$ cat config.mk
export PLATFORM = sky130hd
export DESIGN_NAME = ocx_clock_ctrl
export DESIGN_NICKNAME = d
export VERILOG_FILES = /design/src/rtl/ocx_pkg.sv /design/src/rtl/ocx_clock_ctrl.sv /design/src/rtl/ocx_rst_qual.sv
export SDC_FILE = /design/constraint.sdc
export NUM_CORES = 1
export LEC_CHECK = 0
export ABC_AREA = 1
export BUFFER_PORTS_ARGS = -buffer_cell sky130_fd_sc_hd__buf_2
export CAP_MARGIN = 5
export CELL_PAD_IN_SITES_DETAIL_PLACEMENT = 1
export CELL_PAD_IN_SITES_GLOBAL_PLACEMENT = 2
export CORE_AREA = 2 2 60 62
export DETAILED_ROUTE_END_ITERATION = 10
export DIE_AREA = 0 0 62 64
export PLACE_DENSITY_LB_ADDON = 0.08
export SLEW_MARGIN = 15
export SYNTH_ARGS = -nofsm -noshare
export SYNTH_HDL_FRONTEND = slang
export SYNTH_SLANG_ARGS = --single-unit
$ cat constraint.sdc
create_clock -name core_clk_i -period 3.2 [get_ports core_clk_i]
set_input_delay 0.32 -clock core_clk_i [delete_from_list [all_inputs] [get_ports core_clk_i]]
set_output_delay 0.32 -clock core_clk_i [all_outputs]
set_load 0.005 [all_outputs]
$ cat src/rtl/ocx_pkg.sv
package ocx_pkg;

  // rule 9: reset pin must be high this many oscillator periods
  localparam int unsigned RST_QUAL_PERIODS = 64;
  localparam int unsigned RST_CNT_W        = 7;

  // oscillator periods per machine cycle in each mode
  localparam int unsigned PERIODS_STD = 12;
  localparam int unsigned PERIODS_X2  = 6;

  // divider phase after reset and power-state codes
  localparam logic       DIV_PHASE_RST = 1'b0;
  localparam logic [1:0] PWR_RUN       = 2'h0;
  localparam logic [1:0] PWR_IDLE      = 2'h1;
  localparam logic [1:0] PWR_DOWN      = 2'h2;

  typedef enum logic [1:0] {
    OCX_RUN   = 2'b00,
    OCX_IDLE  = 2'b01,
    OCX_DOWN  = 2'b10
  } ocx_pwr_t;

endpackage : ocx_pkg

$ cat src/rtl/ocx_clock_ctrl.sv
`timescale 1ns/1ps
`default_nettype none
// Summary of operation
// - three gated clock enables from oscillator
// - peripheral clock feeds timers, card, converter, ports
// - control bit selects 6 or 12 periods
// - double speed affects cpu and peripheral
// - system reset leaves standard mode
// - standard mode divides oscillator by two
// - double speed runs at oscillator rate
// - speed bit value after pin reset from fuse
// - reset needs 64 high oscillator periods
// - reset pin wakes from idle, power-down
module ocx_clock_ctrl
  import ocx_pkg::*;
#(
  parameter int unsigned QUAL_PERIODS = RST_QUAL_PERIODS
) (
  input  wire logic core_clk_i,
  input  wire logic sys_rst_i,
  input  wire logic rst_pin_i,
  input  wire logic boot_loader_select_pin_i,
  input  wire logic double_speed_default_fuse_i,
  input  wire logic double_speed_select_i,
  input  wire logic double_speed_wr_i,
  input  wire logic idle_req_i,
  input  wire logic pdown_req_i,
  output logic      pll_clk_en_o,
  output logic      cpu_clk_en_o,
  output logic      per_clk_en_o,
  output logic      timer0_clk_en_o,
  output logic      timer1_clk_en_o,
  output logic      card_clk_en_o,
  output logic      adc_clk_en_o,
  output logic      spi_clk_en_o,
  output logic      port_smp_clk_en_o,
  output logic      double_speed_o,
  output logic      core_rst_o,
  output logic      boot_loader_o
);

  logic     qual_rst;
  logic     qual_rst_d_reg;
  logic     fuse_s1_reg;
  logic     fuse_s2_reg;
  logic     boot_s1_reg;
  logic     boot_s2_reg;
  logic     pending_x2_reg;
  logic     phase_reg;
  logic     boot_reg;
  logic     tick;
  logic     cpu_en;
  logic     per_en;
  ocx_pwr_t pwr_reg;

  ocx_rst_qual #(
    .QUAL_PERIODS(QUAL_PERIODS)
  ) u_rst_qual (
    .core_clk_i (core_clk_i),
    .sys_rst_i  (sys_rst_i),
    .rst_pin_i  (rst_pin_i),
    .qual_rst_o (qual_rst)
  );

  // synchronisers run through reset so the pin level is real at release
  always_ff @(posedge core_clk_i) begin
    fuse_s1_reg <= double_speed_default_fuse_i;
    fuse_s2_reg <= fuse_s1_reg;
    boot_s1_reg <= boot_loader_select_pin_i;
    boot_s2_reg <= boot_s1_reg;
  end

  always_ff @(posedge core_clk_i) begin
    if (sys_rst_i) begin
      qual_rst_d_reg <= 1'b1;
      core_rst_o     <= 1'b1;
    end else begin
      qual_rst_d_reg <= qual_rst;
      core_rst_o     <= qual_rst;
    end
  end

  // boot pin caught on the cycle the qualified reset falls
  always_ff @(posedge core_clk_i) begin
    if (sys_rst_i) begin
      boot_reg <= 1'b0;
    end else if (qual_rst_d_reg && !qual_rst) begin
      boot_reg <= !boot_s2_reg;
    end
  end

  // requested speed; fuse gives the value at qualified pin reset release, system reset gives standard
  always_ff @(posedge core_clk_i) begin
    if (sys_rst_i) begin
      pending_x2_reg <= 1'b0;
    end else if (qual_rst) begin
      pending_x2_reg <= fuse_s2_reg;
    end else if (double_speed_wr_i) begin
      pending_x2_reg <= double_speed_select_i;
    end
  end

  // applied only at a machine-clock boundary so no period is cut
  always_ff @(posedge core_clk_i) begin
    if (sys_rst_i) begin
      double_speed_o <= 1'b0;
    end else if (tick) begin
      double_speed_o <= pending_x2_reg;
    end
  end

  always_ff @(posedge core_clk_i) begin
    if (sys_rst_i) begin
      phase_reg <= DIV_PHASE_RST;
    end else if (double_speed_o) begin
      phase_reg <= DIV_PHASE_RST;
    end else begin
      phase_reg <= !phase_reg;
    end
  end

  // one tick each oscillator period in x2, every second otherwise
  assign tick = double_speed_o || phase_reg;

  // reset pin (qualified) always wakes the core
  always_ff @(posedge core_clk_i) begin
    if (sys_rst_i || qual_rst) begin
      pwr_reg <= OCX_RUN;
    end else begin
      unique case (pwr_reg)
        OCX_RUN: begin
          if (pdown_req_i) begin
            pwr_reg <= OCX_DOWN;
          end else if (idle_req_i) begin
            pwr_reg <= OCX_IDLE;
          end
        end
        OCX_IDLE: begin
          if (pdown_req_i) begin
            pwr_reg <= OCX_DOWN;
          end
        end
        OCX_DOWN: begin
          pwr_reg <= OCX_DOWN;
        end
        default: begin
          pwr_reg <= OCX_RUN;
        end
      endcase
    end
  end

  assign cpu_en = tick && (pwr_reg == OCX_RUN);
  assign per_en = tick && (pwr_reg != OCX_DOWN);

  always_ff @(posedge core_clk_i) begin
    if (sys_rst_i) begin
      pll_clk_en_o      <= 1'b0;
      cpu_clk_en_o      <= 1'b0;
      per_clk_en_o      <= 1'b0;
      timer0_clk_en_o   <= 1'b0;
      timer1_clk_en_o   <= 1'b0;
      card_clk_en_o     <= 1'b0;
      adc_clk_en_o      <= 1'b0;
      spi_clk_en_o      <= 1'b0;
      port_smp_clk_en_o <= 1'b0;
      boot_loader_o     <= 1'b0;
    end else begin
      pll_clk_en_o      <= (pwr_reg != OCX_DOWN);
      cpu_clk_en_o      <= cpu_en;
      per_clk_en_o      <= per_en;
      timer0_clk_en_o   <= per_en;
      timer1_clk_en_o   <= per_en;
      card_clk_en_o     <= per_en;
      adc_clk_en_o      <= per_en;
      spi_clk_en_o      <= per_en;
      port_smp_clk_en_o <= per_en;
      boot_loader_o     <= boot_reg;
    end
  end

  a_std_half_rate: assert property (@(posedge core_clk_i) disable iff (sys_rst_i)
    (!double_speed_o && per_clk_en_o && $stable(double_speed_o)) |=> !per_clk_en_o)
    else $error("peripheral enable not halved in standard mode");

  a_x2_full_rate: assert property (@(posedge core_clk_i) disable iff (sys_rst_i)
    (double_speed_o && (pwr_reg == OCX_RUN)) |=> cpu_clk_en_o)
    else $error("cpu enable gap in double speed");

  a_mode_on_tick: assert property (@(posedge core_clk_i) disable iff (sys_rst_i)
    $changed(double_speed_o) |-> $past(tick))
    else $error("speed changed off a tick");

  a_x2_both_clocks: assert property (@(posedge core_clk_i) disable iff (sys_rst_i)
    cpu_clk_en_o |-> per_clk_en_o)
    else $error("cpu runs without peripheral");

  a_wake_on_reset: assert property (@(posedge core_clk_i) disable iff (sys_rst_i)
    qual_rst |=> (pwr_reg == OCX_RUN))
    else $error("reset did not wake");

  a_std_after_reset: assert property (@(posedge core_clk_i)
    $fell(sys_rst_i) |-> !double_speed_o)
    else $error("not standard mode after reset");

  a_fuse_loaded: assert property (@(posedge core_clk_i) disable iff (sys_rst_i)
    $fell(qual_rst) |-> (pending_x2_reg == $past(fuse_s2_reg)))
    else $error("fuse not loaded");

  a_boot_sample: assert property (@(posedge core_clk_i) disable iff (sys_rst_i)
    (qual_rst_d_reg && !qual_rst) |=> (boot_reg == !$past(boot_s2_reg)))
    else $error("boot pin sampled wrong");

  a_pll_gated: assert property (@(posedge core_clk_i) disable iff (sys_rst_i)
    (pwr_reg == OCX_DOWN) |=> !pll_clk_en_o && !cpu_clk_en_o)
    else $error("clocks running in power down");

endmodule : ocx_clock_ctrl
`default_nettype wire

$ cat src/rtl/ocx_rst_qual.sv
`timescale 1ns/1ps
`default_nettype none
// reset pin qualifier: pin synchronised, then counted
module ocx_rst_qual
  import ocx_pkg::*;
#(
  parameter int unsigned QUAL_PERIODS = RST_QUAL_PERIODS
) (
  input  wire logic core_clk_i,
  input  wire logic sys_rst_i,
  input  wire logic rst_pin_i,
  output logic      qual_rst_o
);

  // refused at elaboration: the counter cannot reach larger limits
  if (QUAL_PERIODS < 2 || QUAL_PERIODS >= (1 << RST_CNT_W)) begin : g_bad_qual
    $error("QUAL_PERIODS out of range");
  end

  logic                 sync1_reg;
  logic                 sync2_reg;
  logic [RST_CNT_W-1:0] cnt_reg;

  always_ff @(posedge core_clk_i) begin
    if (sys_rst_i) begin
      sync1_reg <= 1'b0;
      sync2_reg <= 1'b0;
    end else begin
      sync1_reg <= rst_pin_i;
      sync2_reg <= sync1_reg;
    end
  end

  // short pulses drop the count to zero and never reach the limit
  always_ff @(posedge core_clk_i) begin
    if (sys_rst_i || !sync2_reg) begin
      cnt_reg <= '0;
    end else if (cnt_reg != RST_CNT_W'(QUAL_PERIODS)) begin
      cnt_reg <= cnt_reg + 1'b1;
    end
  end

  always_ff @(posedge core_clk_i) begin
    if (sys_rst_i) begin
      qual_rst_o <= 1'b0;
    end else begin
      qual_rst_o <= sync2_reg && (cnt_reg >= RST_CNT_W'(QUAL_PERIODS - 1));
    end
  end

  a_short_pulse_ignored: assert property (@(posedge core_clk_i) disable iff (sys_rst_i)
    $rose(qual_rst_o) |-> $past(sync2_reg, 8))
    else $error("reset qualified after short pulse");

endmodule : ocx_rst_qual
`default_nettype wire

---- Yosys cells after proc, flatten, opt, wreduce, memory -nomap -nowiden ----
Index checks and enable logic that the tools add are counted.
word-level totals
  register bits after elaboration ......... 25
  bits of input ports ..................... 9
  output and inout port bits .............. 12
  word-level logic and storage cells ...... 47
cells by class
  $add $sub $neg .......................... 1
  magnitude comparators ................... 1
  eq/ne operators ......................... 6
  multiplexer cells ....................... 6
  reduce and logical (&&, ||, !) cells .... 15
operators with widths
  cell                   number
  $add A7 B1 Y7 const B  1
  $ge A7 B6 Y1 const B   1
  $ne A7 B7 Y1 const B   1
  $mux W2                3
  $pmux W2 S3            1
  $logic_and A1 B1 Y1    4
  $logic_not A1 Y1       4
  $ne A2 B2 Y1 const B   2
  $logic_or A1 B1 Y1     3
  $ne A3 B3 Y1 const B   1
  $eq A2 B1 Y1 const B   1
  $eq A2 B2 Y1 const B   1
  $logic_not A2 Y1       1
  $mux W1                2
  $reduce_and A2 Y1      1
  $reduce_bool A2 Y1     1
  $reduce_or A2 Y1       1

---- Depth between registers and ports, before layout ----
  word-level depth ........................ 3
  gate-level depth with buffers ........... 7
  depth with buffers taken out ............ 7

---- Modules after synthesis ----
Synthesis repeated with hierarchy kept, for this count alone.
second synthesis, totals
  cells, all modules ...................... 127
  area, all modules ....................... 1011.0 sq um
by module, submodules not included
  module          instances  cells each  area each (sq um)  seq. area each (sq um)
  ocx_clock_ctrl  1          66          571.8              300.3
  ocx_rst_qual    1          61          439.2              200.2

---- Worst setup path after synthesis ----
OpenSTA, ideal clock, no wires.
  path kind ............................... reg-to-reg
  start point ............................. register pwr_reg[0]
  end point ............................... register pwr_reg[1]
  library setup time ...................... 0.111 ns
  arrival time ............................ 0.960 ns
  data required time ...................... 3.089 ns
  path slack .............................. 2.128 ns
  cell stages (with the launch flop) ...... 7
  path buffers ............................ 0
  clock period less this slack ............ 1.072 ns
  cell sequence ........................... dfxtp_1 > inv_1 > ha_1 > a21oi_1 > nor2_1 > nor2_1 > nor2_1
between the ends
  word-level cells in the longest chain between the ends .. 3
  elaborated cells on any way between the ends .. 7
  classes of those cells .................. eq/ne: 4; mux: 1; reduce/logical: 2
ends and longest elaborated chain
  item                                                                  line                   RTL
  start, declared                                                       ocx_clock_ctrl.sv:54   ocx_pwr_t pwr_reg;
  start signal, assigned                                                ocx_clock_ctrl.sv:128  pwr_reg <= OCX_RUN;
  start signal, assigned                                                ocx_clock_ctrl.sv:133  pwr_reg <= OCX_DOWN;
  start signal, assigned                                                ocx_clock_ctrl.sv:135  pwr_reg <= OCX_IDLE;
  $eq A2 B1 Y1 / $logic_not A2 Y1 (equally long branches)               ocx_clock_ctrl.sv:130  unique case (pwr_reg)
  $ne A2 B2 Y1 (no source line) / $ne A3 B3 Y1 (equally long branches)  --
  $reduce_and A2 Y1 (no source line)                                    --
Several ways; a longest one is shown, not always the timed one.
A chain may end at the register's enable or synchronous reset.

==> metrics.yaml <==
run_status:
  status: "complete, no violations"
cts:
  htreeDepth: 1
  cts_tree: "done"
  post_cts.repair.setup_buffers: 0
  cts.sinks: 25
  numCtsBuffers: 3
  root_buffer: "clkbuf_4"
  cts_buffer_depth: 2
  cts_hold_buf: 0
  clk_pin_slew_worst_paths_ns: 0.16
  clk_latency_ns: 0.32
  post_cts_resized: 0
setup_path:
  crit_type: "reg2out"
  worst_ep_required_time_ns: 2.88
  r2r_start: "pwr_reg[0]"
  endpoint_kind: "output port"
  crit_buf_inv: 1
  cp_slowest_cell: "dfxtp_1"
  crit_family: "flip-flops"
  critPathMaxFanout: 7
  startpoint: "port_smp_clk_en_o"
  crit_chain: "buf_2"
  cp-start-kind: "register"
  crit_arrival_ns: 0.89
  critPathMaxStageDelay_ns: 0.42
sta:
  fmax_mhz: 828
  finalSetupViolCount: 0
  rsz0062_at_grt: "no"
  worst_slew_pin_slew_ns: 0.206
  hold_viol: 0
  slew_headroom_pct: 86.2
  tns_ns: 0
  finClkSkew_ns: 0.00969
  maxSlewViolCount: 0
  fin_crit_sh_pct: 37.7
  layout_min_cycle_time_ns: 1.21
min_path:
  hp-class: "in2reg"
  hold_start: "double_speed_default_fuse_i"
die:
  num_rows: 21
  die_w_um: 62
  die_h_um: 64
  die_area_um2: 3970
  start_util_pct: 31.1
  io-pin-count: 21
  core_um2: 3280
logic_synthesis:
  synth_seq_area_share_pct: 49.0
  yosys.area_share.adder_pct: 7.35
  synth_top_family_by_area: "simple AND/OR/NAND/NOR gates"
  synthDistinctLibCells: 15
  yosys_register_bits: 25
  ys.warnings.count: 0
  yosys.area_share.simple_pct: 24.1
  synthesis.area_um2: 1020
  netlist_instances: 129
  syn-num-nets: 144
  synth-xor-area-share_pct: 1.72
  synth_mux_area_share_pct: 0
  synth-compound-area-share_pct: 5.88
  syn_avg_cell_area_um2: 7.91
global_routing:
  antenna_found_initial: 0
  grt_pass1_wl_um: 3400
  grt_max_degree: 17
  grt_use_total_pct: 11.3
  overflow: 0
  grt_pass1_vias: 786
finish:
  final_nets: 162
  final-seq-area_um2: 500
  multi_input_area_um2: 399
  drive_above_1_share_pct: 19.9
  stdcell_area_um2: 1160
  nFillCells: 428
  insertedDiodeCount: 0
  largest_reg_flops: 7
  areaGrowthSynthToFinish_pct: 13.6
  fin_cells: 192
drt:
  drc: 0
  ant_nets: 0
  drtIter0Drc: 10
  first_pass_iters: 4
  drt-total-wl_um: 1950
  vias: 800
  via_per_inst: 4.17
  post_drt_wl_per_cell_um: 10.1
place:
  dpl_cell_area_um2: 1130
  portBuffers: 20
  globalplace.congestion: 0.674
  hpwl_um: 1600
  placedCellCount: 188
power:
  switchingPower_w: 0.000143
  combPwrFrac_pct: 10.8
  p_leak_nw: 0.545
  ir_worst_vdd_mv: 0.170
  p_seq_share_pct: 61.1
  p_clk_share_pct: 28.1
  total_power_w: 0.000546
  switching_share_pct: 26.2
  internal_power_w: 0.000403
  p_per_area_nw_per_um2: 471
flow_run:
  max_cap_viol_count: 0
[cell usage after synthesis]
| cell type | n | area [um2] |
|---|---|---|
| dfxtp_1 | 25 | 500 |
| nor2_1 | 23 | 86.3 |
| inv_1 | 19 | 71.3 |
| nand2_1 | 18 | 67.6 |
| a21oi_1 | 8 | 40.0 |
| nand3_1 | 7 | 35.0 |
| buf_4 | 6 | 45.0 |
| ha_1 | 6 | 75.1 |
| nor3_1 | 4 | 20.0 |
| o21ai_0 | 4 | 20.0 |
| nor2_2 | 3 | 18.8 |
| nand2_2 | 2 | 12.5 |
| xnor2_1 | 2 | 17.5 |
| buf_2 | 1 | 5.00 |
| nand4_1 | 1 | 6.26 |
[cell usage in the layout (no fill, tap or decap)]
master,synthesis,final
nand3_1,7,7
nor2_2,3,3
nand2_1,18,18
nor2_1,23,23
xnor2_1,2,2
dfxtp_1,25,25
o21ai_0,4,4
buf_2,1,20
a21oi_1,8,8
inv_1,19,19
ha_1,6,6
inv_6,0,1
nor3_1,4,4
clkbuf_4,0,3
nand4_1,1,1
nand2_2,2,2
[metal layers]
layer	up-vias	GRT usage, %	part of all wire (%)
met4	0	3.99	1.2
li1	424	-	-
met3	2	2.43	5.3
met2	19	19.4	48
met1	355	13.3	45
met5	-	0	0
[metrics by stage]
step	hold WS, ns	util [%]	setup slack [ns]
finish	0.0810	35.3	1.99
global route	0.0564	35.3	1.86
CTS	0.0721	35.3	1.96
detailed placement	0.318	34.4	1.99
global placement	0.312	34.4	2.01
floorplan	0.310	-	2.13
[power by group through the flow]
| stage | clock network [W] | registers, W | logic, W |
|---|---|---|---|
| global placement | 0 | 0.000340 | 0.0000596 |
| detailed placement | 0 | 0.000341 | 0.0000605 |
| finish | 0.000153 | 0.000333 | 0.0000590 |
| floorplan | 0 | 0.000340 | 0.0000418 |
| CTS | 0.000161 | 0.000334 | 0.0000608 |
| global route | 0.000172 | 0.000336 | 0.0000698 |
[cell type report]
class,count,area share [%]
multi-input combinational,78,34.4
inverter,19,6.15
tap,46,4.96
sequential,25,43.2
timing repair buffer,20,8.63
clock buffer,3,1.94
clock inverter,1,0.755
[cell families (layout without fill, tap and decap cells)]
group / count (synthesis) / in the layout
AND/OR/NAND/NOR: 58 / 58
buffers and inverters: 26 / 43
flip-flops: 25 / 25
AO/OA/AOI/OAI: 12 / 12
adder cells (fa/ha/maj): 6 / 6
XOR/XNOR: 2 / 2
[final timing paths]
kind,cells after the start,slack (ns),to
max reg2reg,7,2.00,pwr_reg[1]
min reg2reg,0,0.35,fuse_s2_reg
max,1,1.99,per_clk_en_o
min,1,0.08,fuse_s1_reg
(Power assumes the default switching activity.)
